File: src/design/ebh_pkg.sv
package ebh_pkg;
  localparam int unsigned ADDR_W        = 20;
  localparam int unsigned LOW_ADDR_W    = 16;
  localparam int unsigned DATA_W        = 16;
  localparam int unsigned WAIT_W        = 3;
  localparam logic [2:0]  WAIT_READY_MIN = 3'h2;
  localparam logic [ADDR_W-1:0] ROM_BASE = 20'h0f000;
  localparam logic [ADDR_W-1:0] ROM_TOP  = 20'h0ffff;
  localparam logic        MODE_RESET_VAL = 1'b0;

  typedef enum logic [1:0] {
    EBH_SP_DATA,
    EBH_SP_PROG,
    EBH_SP_IO
  } ebh_space_t;

  typedef enum logic [2:0] {
    EBH_IDLE,
    EBH_WAIT,
    EBH_READY,
    EBH_HOLD
  } ebh_state_t;
endpackage

File: src/design/ebh_bus_if.sv
// Behaviour
// - Each space select idles high and goes low only during an external access to its space.
// - The space selects float in hold and while the float input is low.
// - The memory strobe goes low for any external access whose space code is not I/O.
// - The I/O strobe goes low only for an external I/O access.
// - Read/write idles high and goes low only during a write.
// - Strobes and read/write float in hold and while the float input is low.
// - A low READY sampled at the end of waits adds a cycle and READY is sampled again.
// - READY is only honoured when at least two wait states are programmed.
// - READY is not sampled before all programmed wait states have passed.
// - A hold request is granted and then address, data and control lines float.
// - Hold acknowledge is high while in hold with the bus floated, and floats with the float input.
// - Mode pin low at reset maps the ROM into the top 4K words of the low 64K of program space.
// - Mode pin high at reset removes the ROM so those addresses go external.
// - The mode pin is sampled only in reset and a status bit may override it.
// - Address floats in hold or float; upper four lines carry program addresses only.
// - With two or more waits the wait-done output goes low at the first wait and high at the last.
`timescale 1ns/10ps
`default_nettype none
module ebh_bus_if
  import ebh_pkg::*;
(
  input  wire logic              sys_clk,
  input  wire logic              rst_b,
  input  wire logic              clk_en,
  input  wire logic              req_valid,
  output logic                   req_ready,
  input  wire logic [1:0]        req_space,
  input  wire logic              req_write,
  input  wire logic [ADDR_W-1:0] req_addr,
  input  wire logic [DATA_W-1:0] req_wdata,
  input  wire logic [WAIT_W-1:0] req_waits,
  output logic                   rsp_valid,
  output logic [DATA_W-1:0]      rsp_rdata,
  output logic                   rom_hit,
  input  wire logic              mode_ovr_we,
  input  wire logic              mode_ovr_val,
  output logic                   rom_map_mode_sel,
  input  wire logic              reset_active,
  input  wire logic              mode_pin,
  input  wire logic              ready_in,
  input  wire logic              hold_req_n,
  input  wire logic              float_n,
  output logic                   data_space_sel_n,
  output logic                   program_space_sel_n,
  output logic                   io_space_sel_n,
  output logic                   sel_oe,
  output logic                   memory_strobe_n,
  output logic                   io_device_strobe_n,
  output logic                   rd_wr_n,
  output logic                   ctl_oe,
  output logic                   bus_release_ack,
  output logic                   ack_oe,
  output logic [ADDR_W-1:0]      addr_o,
  output logic                   addr_oe,
  output logic [DATA_W-1:0]      data_o,
  output logic                   data_oe,
  input  wire logic [DATA_W-1:0] data_i,
  output logic                   wait_states_done_n,
  output logic                   msc_oe
);

  ebh_state_t        st_q, st_d;
  logic [WAIT_W-1:0] wcnt_q, wcnt_d, wtot_q, wtot_d;
  logic [1:0]        sp_q, sp_d;
  logic              wr_q, wr_d;
  logic [ADDR_W-1:0] addr_q, addr_d;
  logic [DATA_W-1:0] wd_q, wd_d, rd_q, rd_d;
  logic              rv_q, rv_d;
  logic              mode_q, mode_d;
  logic              msc_q, msc_d;
  logic              in_hold, floated, active, rom_now;

  function automatic logic rom_decode(input logic [1:0] sp, input logic [ADDR_W-1:0] a,
                                      input logic mp);
    rom_decode = !mp && (sp == EBH_SP_PROG) && (a >= ROM_BASE) && (a <= ROM_TOP);
  endfunction

  assign rom_now  = rom_decode(req_space, req_addr, mode_q);
  assign in_hold  = (st_q == EBH_HOLD);
  assign floated  = in_hold || !float_n;
  assign active   = (st_q == EBH_WAIT) || (st_q == EBH_READY);
  assign req_ready = (st_q == EBH_IDLE) && hold_req_n && !reset_active;
  assign rom_hit  = rom_now;
  assign rom_map_mode_sel = mode_q;

  always_comb begin
    st_d   = st_q;
    wcnt_d = wcnt_q;
    wtot_d = wtot_q;
    sp_d   = sp_q;
    wr_d   = wr_q;
    addr_d = addr_q;
    wd_d   = wd_q;
    rd_d   = rd_q;
    rv_d   = 1'b0;
    msc_d  = msc_q;
    mode_d = mode_q;
    if (reset_active) begin
      mode_d = mode_pin;
    end else if (mode_ovr_we) begin
      mode_d = mode_ovr_val;
    end
    unique case (st_q)
      EBH_IDLE: begin
        if (!hold_req_n) begin
          st_d = EBH_HOLD;
        end else if (req_valid && !reset_active && !rom_now) begin
          st_d   = EBH_WAIT;
          sp_d   = req_space;
          wr_d   = req_write;
          addr_d = req_addr;
          wd_d   = req_wdata;
          wcnt_d = req_waits;
          wtot_d = req_waits;
          msc_d  = (req_waits >= WAIT_READY_MIN) ? 1'b0 : 1'b1;
        end
      end
      EBH_WAIT: begin
        if (wcnt_q != '0) begin
          wcnt_d = wcnt_q - 3'h1;
          if (wcnt_q == 3'h2) begin
            msc_d = 1'b1;
          end
        end else if (wtot_q >= WAIT_READY_MIN && !ready_in) begin
          st_d = EBH_READY;
        end else begin
          st_d = EBH_IDLE;
          rv_d = 1'b1;
          rd_d = data_i;
          msc_d = 1'b1;
        end
      end
      EBH_READY: begin
        if (ready_in) begin
          st_d = EBH_IDLE;
          rv_d = 1'b1;
          rd_d = data_i;
        end
      end
      EBH_HOLD: begin
        if (hold_req_n) begin
          st_d = EBH_IDLE;
        end
      end
      default: st_d = EBH_IDLE;
    endcase
  end

  always_ff @(posedge sys_clk or negedge rst_b) begin
    if (!rst_b) begin
      st_q   <= EBH_IDLE;
      wcnt_q <= '0;
      wtot_q <= '0;
      sp_q   <= 2'h0;
      wr_q   <= 1'b0;
      addr_q <= '0;
      wd_q   <= '0;
      rd_q   <= '0;
      rv_q   <= 1'b0;
      msc_q  <= 1'b1;
      mode_q <= MODE_RESET_VAL;
    end else if (clk_en) begin
      st_q   <= st_d;
      wcnt_q <= wcnt_d;
      wtot_q <= wtot_d;
      sp_q   <= sp_d;
      wr_q   <= wr_d;
      addr_q <= addr_d;
      wd_q   <= wd_d;
      rd_q   <= rd_d;
      rv_q   <= rv_d;
      msc_q  <= msc_d;
      mode_q <= mode_d;
    end
  end

  // One space code per access, so at most one select can be low
  assign data_space_sel_n    = !(active && sp_q == EBH_SP_DATA);
  assign program_space_sel_n = !(active && sp_q == EBH_SP_PROG);
  assign io_space_sel_n      = !(active && sp_q == EBH_SP_IO);
  assign sel_oe              = !floated;
  assign memory_strobe_n     = !(active && sp_q != EBH_SP_IO);
  assign io_device_strobe_n  = !(active && sp_q == EBH_SP_IO);
  assign rd_wr_n             = !(active && wr_q);
  assign ctl_oe              = !floated;
  assign bus_release_ack     = in_hold;
  assign ack_oe              = float_n;
  // Upper lines only carry program addresses
  assign addr_o  = (sp_q == EBH_SP_PROG) ? addr_q
                 : {{(ADDR_W-LOW_ADDR_W){1'b0}}, addr_q[LOW_ADDR_W-1:0]};
  assign addr_oe = !floated;
  assign data_o  = wd_q;
  assign data_oe = active && wr_q && !floated;
  assign wait_states_done_n = msc_q;
  assign msc_oe    = float_n;
  assign rsp_valid = rv_q;
  assign rsp_rdata = rd_q;

  one_sel_a: assert property (@(posedge sys_clk) disable iff (!rst_b)
    $onehot0({!data_space_sel_n, !program_space_sel_n, !io_space_sel_n}))
    else $error("more than one space select low");
  hold_float_a: assert property (@(posedge sys_clk) disable iff (!rst_b)
    bus_release_ack |-> !sel_oe && !ctl_oe && !addr_oe && !data_oe)
    else $error("bus driven in hold");
  ctl_float_a: assert property (@(posedge sys_clk) disable iff (!rst_b)
    !float_n |-> !ctl_oe && !ack_oe && !sel_oe) else $error("outputs driven while float");
  memory_strobe_n_io_a: assert property (@(posedge sys_clk) disable iff (!rst_b)
    !memory_strobe_n |-> io_device_strobe_n) else $error("both strobes low");
  io_device_strobe_n_sel_a: assert property (@(posedge sys_clk) disable iff (!rst_b)
    !io_device_strobe_n |-> !io_space_sel_n) else $error("io strobe without io select");
  write_dir_a: assert property (@(posedge sys_clk) disable iff (!rst_b)
    !rd_wr_n |-> !memory_strobe_n || !io_device_strobe_n)
    else $error("write low outside access");
  ready_wait_a: assert property (@(posedge sys_clk) disable iff (!rst_b)
    clk_en && st_q == EBH_READY && !ready_in |=> st_q == EBH_READY)
    else $error("left ready wait while not ready");
  ready_ignore_a: assert property (@(posedge sys_clk) disable iff (!rst_b)
    st_q == EBH_READY |-> wtot_q >= WAIT_READY_MIN) else $error("ready honoured with few waits");
  ready_late_a: assert property (@(posedge sys_clk) disable iff (!rst_b)
    clk_en && st_q == EBH_WAIT && wcnt_q != '0 |=> st_q == EBH_WAIT)
    else $error("ready sampled before waits done");
  rom_map_a: assert property (@(posedge sys_clk) disable iff (!rst_b)
    req_valid && req_ready && rom_now |=> st_q == EBH_IDLE)
    else $error("rom access went external");
  mode_hold_a: assert property (@(posedge sys_clk) disable iff (!rst_b)
    clk_en && !reset_active && !mode_ovr_we |=> $stable(mode_q))
    else $error("mode changed outside reset");
  msc_first_a: assert property (@(posedge sys_clk) disable iff (!rst_b)
    clk_en && st_q == EBH_IDLE && st_d == EBH_WAIT && req_waits >= WAIT_READY_MIN
    |=> !wait_states_done_n) else $error("wait done not asserted");
  hold_ack_a: assert property (@(posedge sys_clk) disable iff (!rst_b)
    clk_en && st_q == EBH_IDLE && !hold_req_n |=> bus_release_ack)
    else $error("hold not granted");
endmodule
`default_nettype wire

File: config.mk
export PLATFORM = sky130hd
export DESIGN_NAME = ebh_bus_if
export DESIGN_NICKNAME = d
export VERILOG_FILES = /design/src/design/ebh_pkg.sv /design/src/design/ebh_bus_if.sv
export SDC_FILE = /design/constraint.sdc
export NUM_CORES = 1
export LEC_CHECK = 0
export ABC_AREA = 1
export CORE_MARGIN = 1.5
export CORE_UTILIZATION = 40
export DETAILED_ROUTE_END_ITERATION = 8
export DONT_BUFFER_PORTS = 1
export PLACE_DENSITY = 0.5
export SYNTH_ARGS = -nofsm -noshare
export SYNTH_HDL_FRONTEND = slang
export SYNTH_SLANG_ARGS = --single-unit
File: constraint.sdc
create_clock -name sys_clk -period 2.19 [get_ports sys_clk]
set_input_delay 0.3285 -clock sys_clk [delete_from_list [all_inputs] [get_ports sys_clk]]
set_output_delay 0.3285 -clock sys_clk [all_outputs]
set_load 0.01 [all_outputs]
==> results.yml <==
setup_path:
  critPathTopFamily: "simple AND/OR/NAND/NOR gates"
  worst-r2r-cell-count: 7
  crit_path_end_kind: "primary output"
  r2r_start: "st_q[1]"
  cp-startpoint: "st_q[0]"
  cp.required_ns: 1.86
  crit_path_start_kind: "flip-flop"
  cpPeakStageDelay_ns: 0.40
  ff2ff_setup_slack_ns: 0.25
  rr_endpoint: "rsp_rdata[4]"
  crit_arrival_ns: 1.63
  worstPathMaxFanout: 6
  cp.buffers_inverters: 1
  worstSetupPathType: "flip-flop to primary output"
  critPathSlowestCell: "dfrtp_1"
  crit_chain: "inv_1, ha_1, nand2_1, nor3_2"
clock_tree:
  post_cts_buffers: 0
  cts_buffer_depth: 2
  clk_pin_slew_worst_paths_ns: 0.07
  cts_tree: "built"
  htree_levels: 3
  clk_latency_ns: 0.33
  cts_buffers: 9
  clock_sinks: 65
  root_buffer: "clkbuf_8"
die:
  die-height_um: 92.5
  start_util_pct: 41.5
  fp.dieArea_um2: 8560
  ios: 139
  rows: 32
  core_area_um2: 7730
  die_w_um: 92.5
final_layout:
  regArea_um2: 1630
  final_nets: 451
  fillers: 797
  mostFrequentLayoutCells: "nand2_1, nand3_1, dfrtp_1"
  antennaDiodeCount: 0
  syn_to_final_growth_pct: 6.83
  multiInputGateArea_um2: 1220
  drive_gt1_share_pct: 8.68
  layout.cells.non_filler: 482
  layout_commonest_cell: "nand2_1"
  fin_area_um2: 3420
synth:
  synth_area_per_cell_um2: 8.11
  muxShareOfSynthArea_pct: 0.625
  synth_seq_cells: 65
  synthXorXnorAreaFrac_pct: 0
  syn_nets: 471
  synth_cell_types: 24
  synth_top_family_by_area: "simple AND/OR/NAND/NOR gates"
  synth_ff_type: "dfrtp_1"
  synth_edf_count: 0
  synth_compound_area_share_pct: 1.80
  synthCells: 395
  synth_adder_area_share_pct: 2.73
  ys_seq_area_share_pct: 50.8
  synthArstFlopShare_pct: 100
  yosysWarnings: 0
  synth-simple-area-share_pct: 32.6
  synth_area_um2: 3200
drt:
  num_vias: 2403
  dr.pass1.iters: 4
  drt_wl_total_um: 7380
  drt_first_iter_violations: 52
  drt-wirelength-per-cell_um: 15.3
  postRouteAntennaNets: 0
  viasPerCell: 4.99
  drc: 0
sta:
  drv_slew: 0
  worst_pin_slew_ns: 0.654
  skew_ns: 0.00928
  fmax_ghz: 0.512
  hold_viol: 0
  finalSetupTns_ns: 0
  rsz0062_at_grt: "false"
  period_needed_ns: 1.95
  finalCritPeriodShare_pct: 89.2
  setup-violations-final: 0
  relSlewSlack_pct: 56.4
global_route:
  grt_pass1_vias: 2410
  met2_usage_pct: 28.2
  grt_use_met1_pct: 21.7
  track_usage_pct: 18.0
  grt.met3_usage_pct: 6.98
  grt_overflow: 0
  top_usage_layer: "met2"
  grt_pass1_wl_um: 11900
  antenna_found_initial: 0
  grt_max_degree: 66
pwr:
  intPower_mw: 3.11
  swShare_pct: 38.9
  pwr-share-seq_pct: 47.6
  power_frac_comb_pct: 26.8
  p_per_area_nw_per_um2: 1490
  power_switching_mw: 1.98
  clkPwrFrac_pct: 25.7
  vdd_drop_max_v: 0.000646
  power_leakage_nw: 1.83
placement:
  placed_area_um2: 3120
  dp.cells: 464
  gp_congestion: 0.890
  io_buffer_count: 0
  dpl.hpwl_um: 5070
run_status:
  status: "finished, final reports clean"
job:
  max_cap_violations: 0
worst_hold_path:
  min_path_cells: 2
  holdCritPathClass: "input pin to flip-flop"
  hold_path_startpoint: "data_i[8]"
  hold-path-endpoint: "rsp_rdata[8]"
[power groups by stage]
stage	logic, mW	clock network, mW	registers (mW)
after floorplan	1.47	0	2.24
after global placement	1.31	0	2.44
after detailed placement	1.36	0	2.45
after CTS	1.39	1.36	2.43
after global routing	1.61	1.41	2.49
final	1.36	1.31	2.42
[worst max-delay path by stage]
stage,cells after the start,slack (ns),endpoint
4_1_cts,4,0.10,data_oe
3_3_place_gp,7,0.28,rsp_rdata[14]
3_5_place_dp,7,0.20,rsp_rdata[4]
6_report,4,0.24,data_oe
2_1_floorplan,11,0.65,rsp_rdata[10]
5_1_grt,7,0.01,rsp_rdata[15]
[registers in the layout, summed over array words and instances (netlist names), 2 cells and up]
register   cells
wtot_q         2
data_o        16
sp_q           2
wcnt_q         3
st_q           2
addr_q        20
rsp_rdata     16
[worst reg2reg max path, stage by stage, from the launching register on]
cell	delay, ns
dfrtp_1	0.39
inv_1	0.07
ha_1	0.24
inv_2	0.13
or2_1	0.54
nand2_4	0.27
nand2_1	0.13
nand2_1	0.06
[metal layers]
metal	routed length (µm)	vias to the layer above
li1	-	1187
met1	3090	1101
met2	3380	101
met3	722	14
met4	184	0
met5	0	-
[kinds of logic after synthesis]
kind of cell    after synthesis
flops                        65
fa+ha+maj                     7
mux                           2
simple gates                245
buf+inv                      65
compound gates               11
[cell type report]
cell class                 instances  share of cell area (%)
sequential                        65                    47.6
multi-input combinational        265                    35.6
clock buffer                      12                    4.82
tap                              102                    3.73
inverter                          28                    3.07
clock inverter                     4                    2.85
timing repair buffer               6                    2.34
[what timing repair did]
item / CTS / global route
setup endpoints to repair: 0 / 1
resized for setup: 0 / 1
hold buffers: 2 / 0
endpoints found under the hold margin: 65 / 0
[synthesized netlist by cell type (2+ instances only)]
master	instances	share of area (%)
nor3_1	2	0.31
nand2_2	4	0.78
buf_2	13	2.0
dfrtp_1	64	50
nand3_1	68	11
inv_1	25	2.9
mux2i_1	2	0.62
inv_2	3	0.35
ha_1	7	2.7
a21oi_1	2	0.31
buf_4	22	5.2
nand4_1	2	0.39
nand2_1	152	18
o21ai_0	8	1.2
nor2_1	12	1.4
[through the flow]
stage | worst slack (ns) | hold slack (ns) | power [mW] | utilization [%]
after global routing | 0.0146 | 0.116 | 5.51 | 44.3
after floorplan | 0.645 | 0.0329 | 3.71 | -
final | 0.236 | 0.133 | 5.09 | 44.3
after CTS | 0.103 | 0.111 | 5.17 | 44.2
after global placement | 0.283 | 0.0341 | 3.75 | 40.3
after detailed placement | 0.199 | 0.0342 | 3.80 | 40.3
No activity file was read; power rests on OpenSTA's default activity.
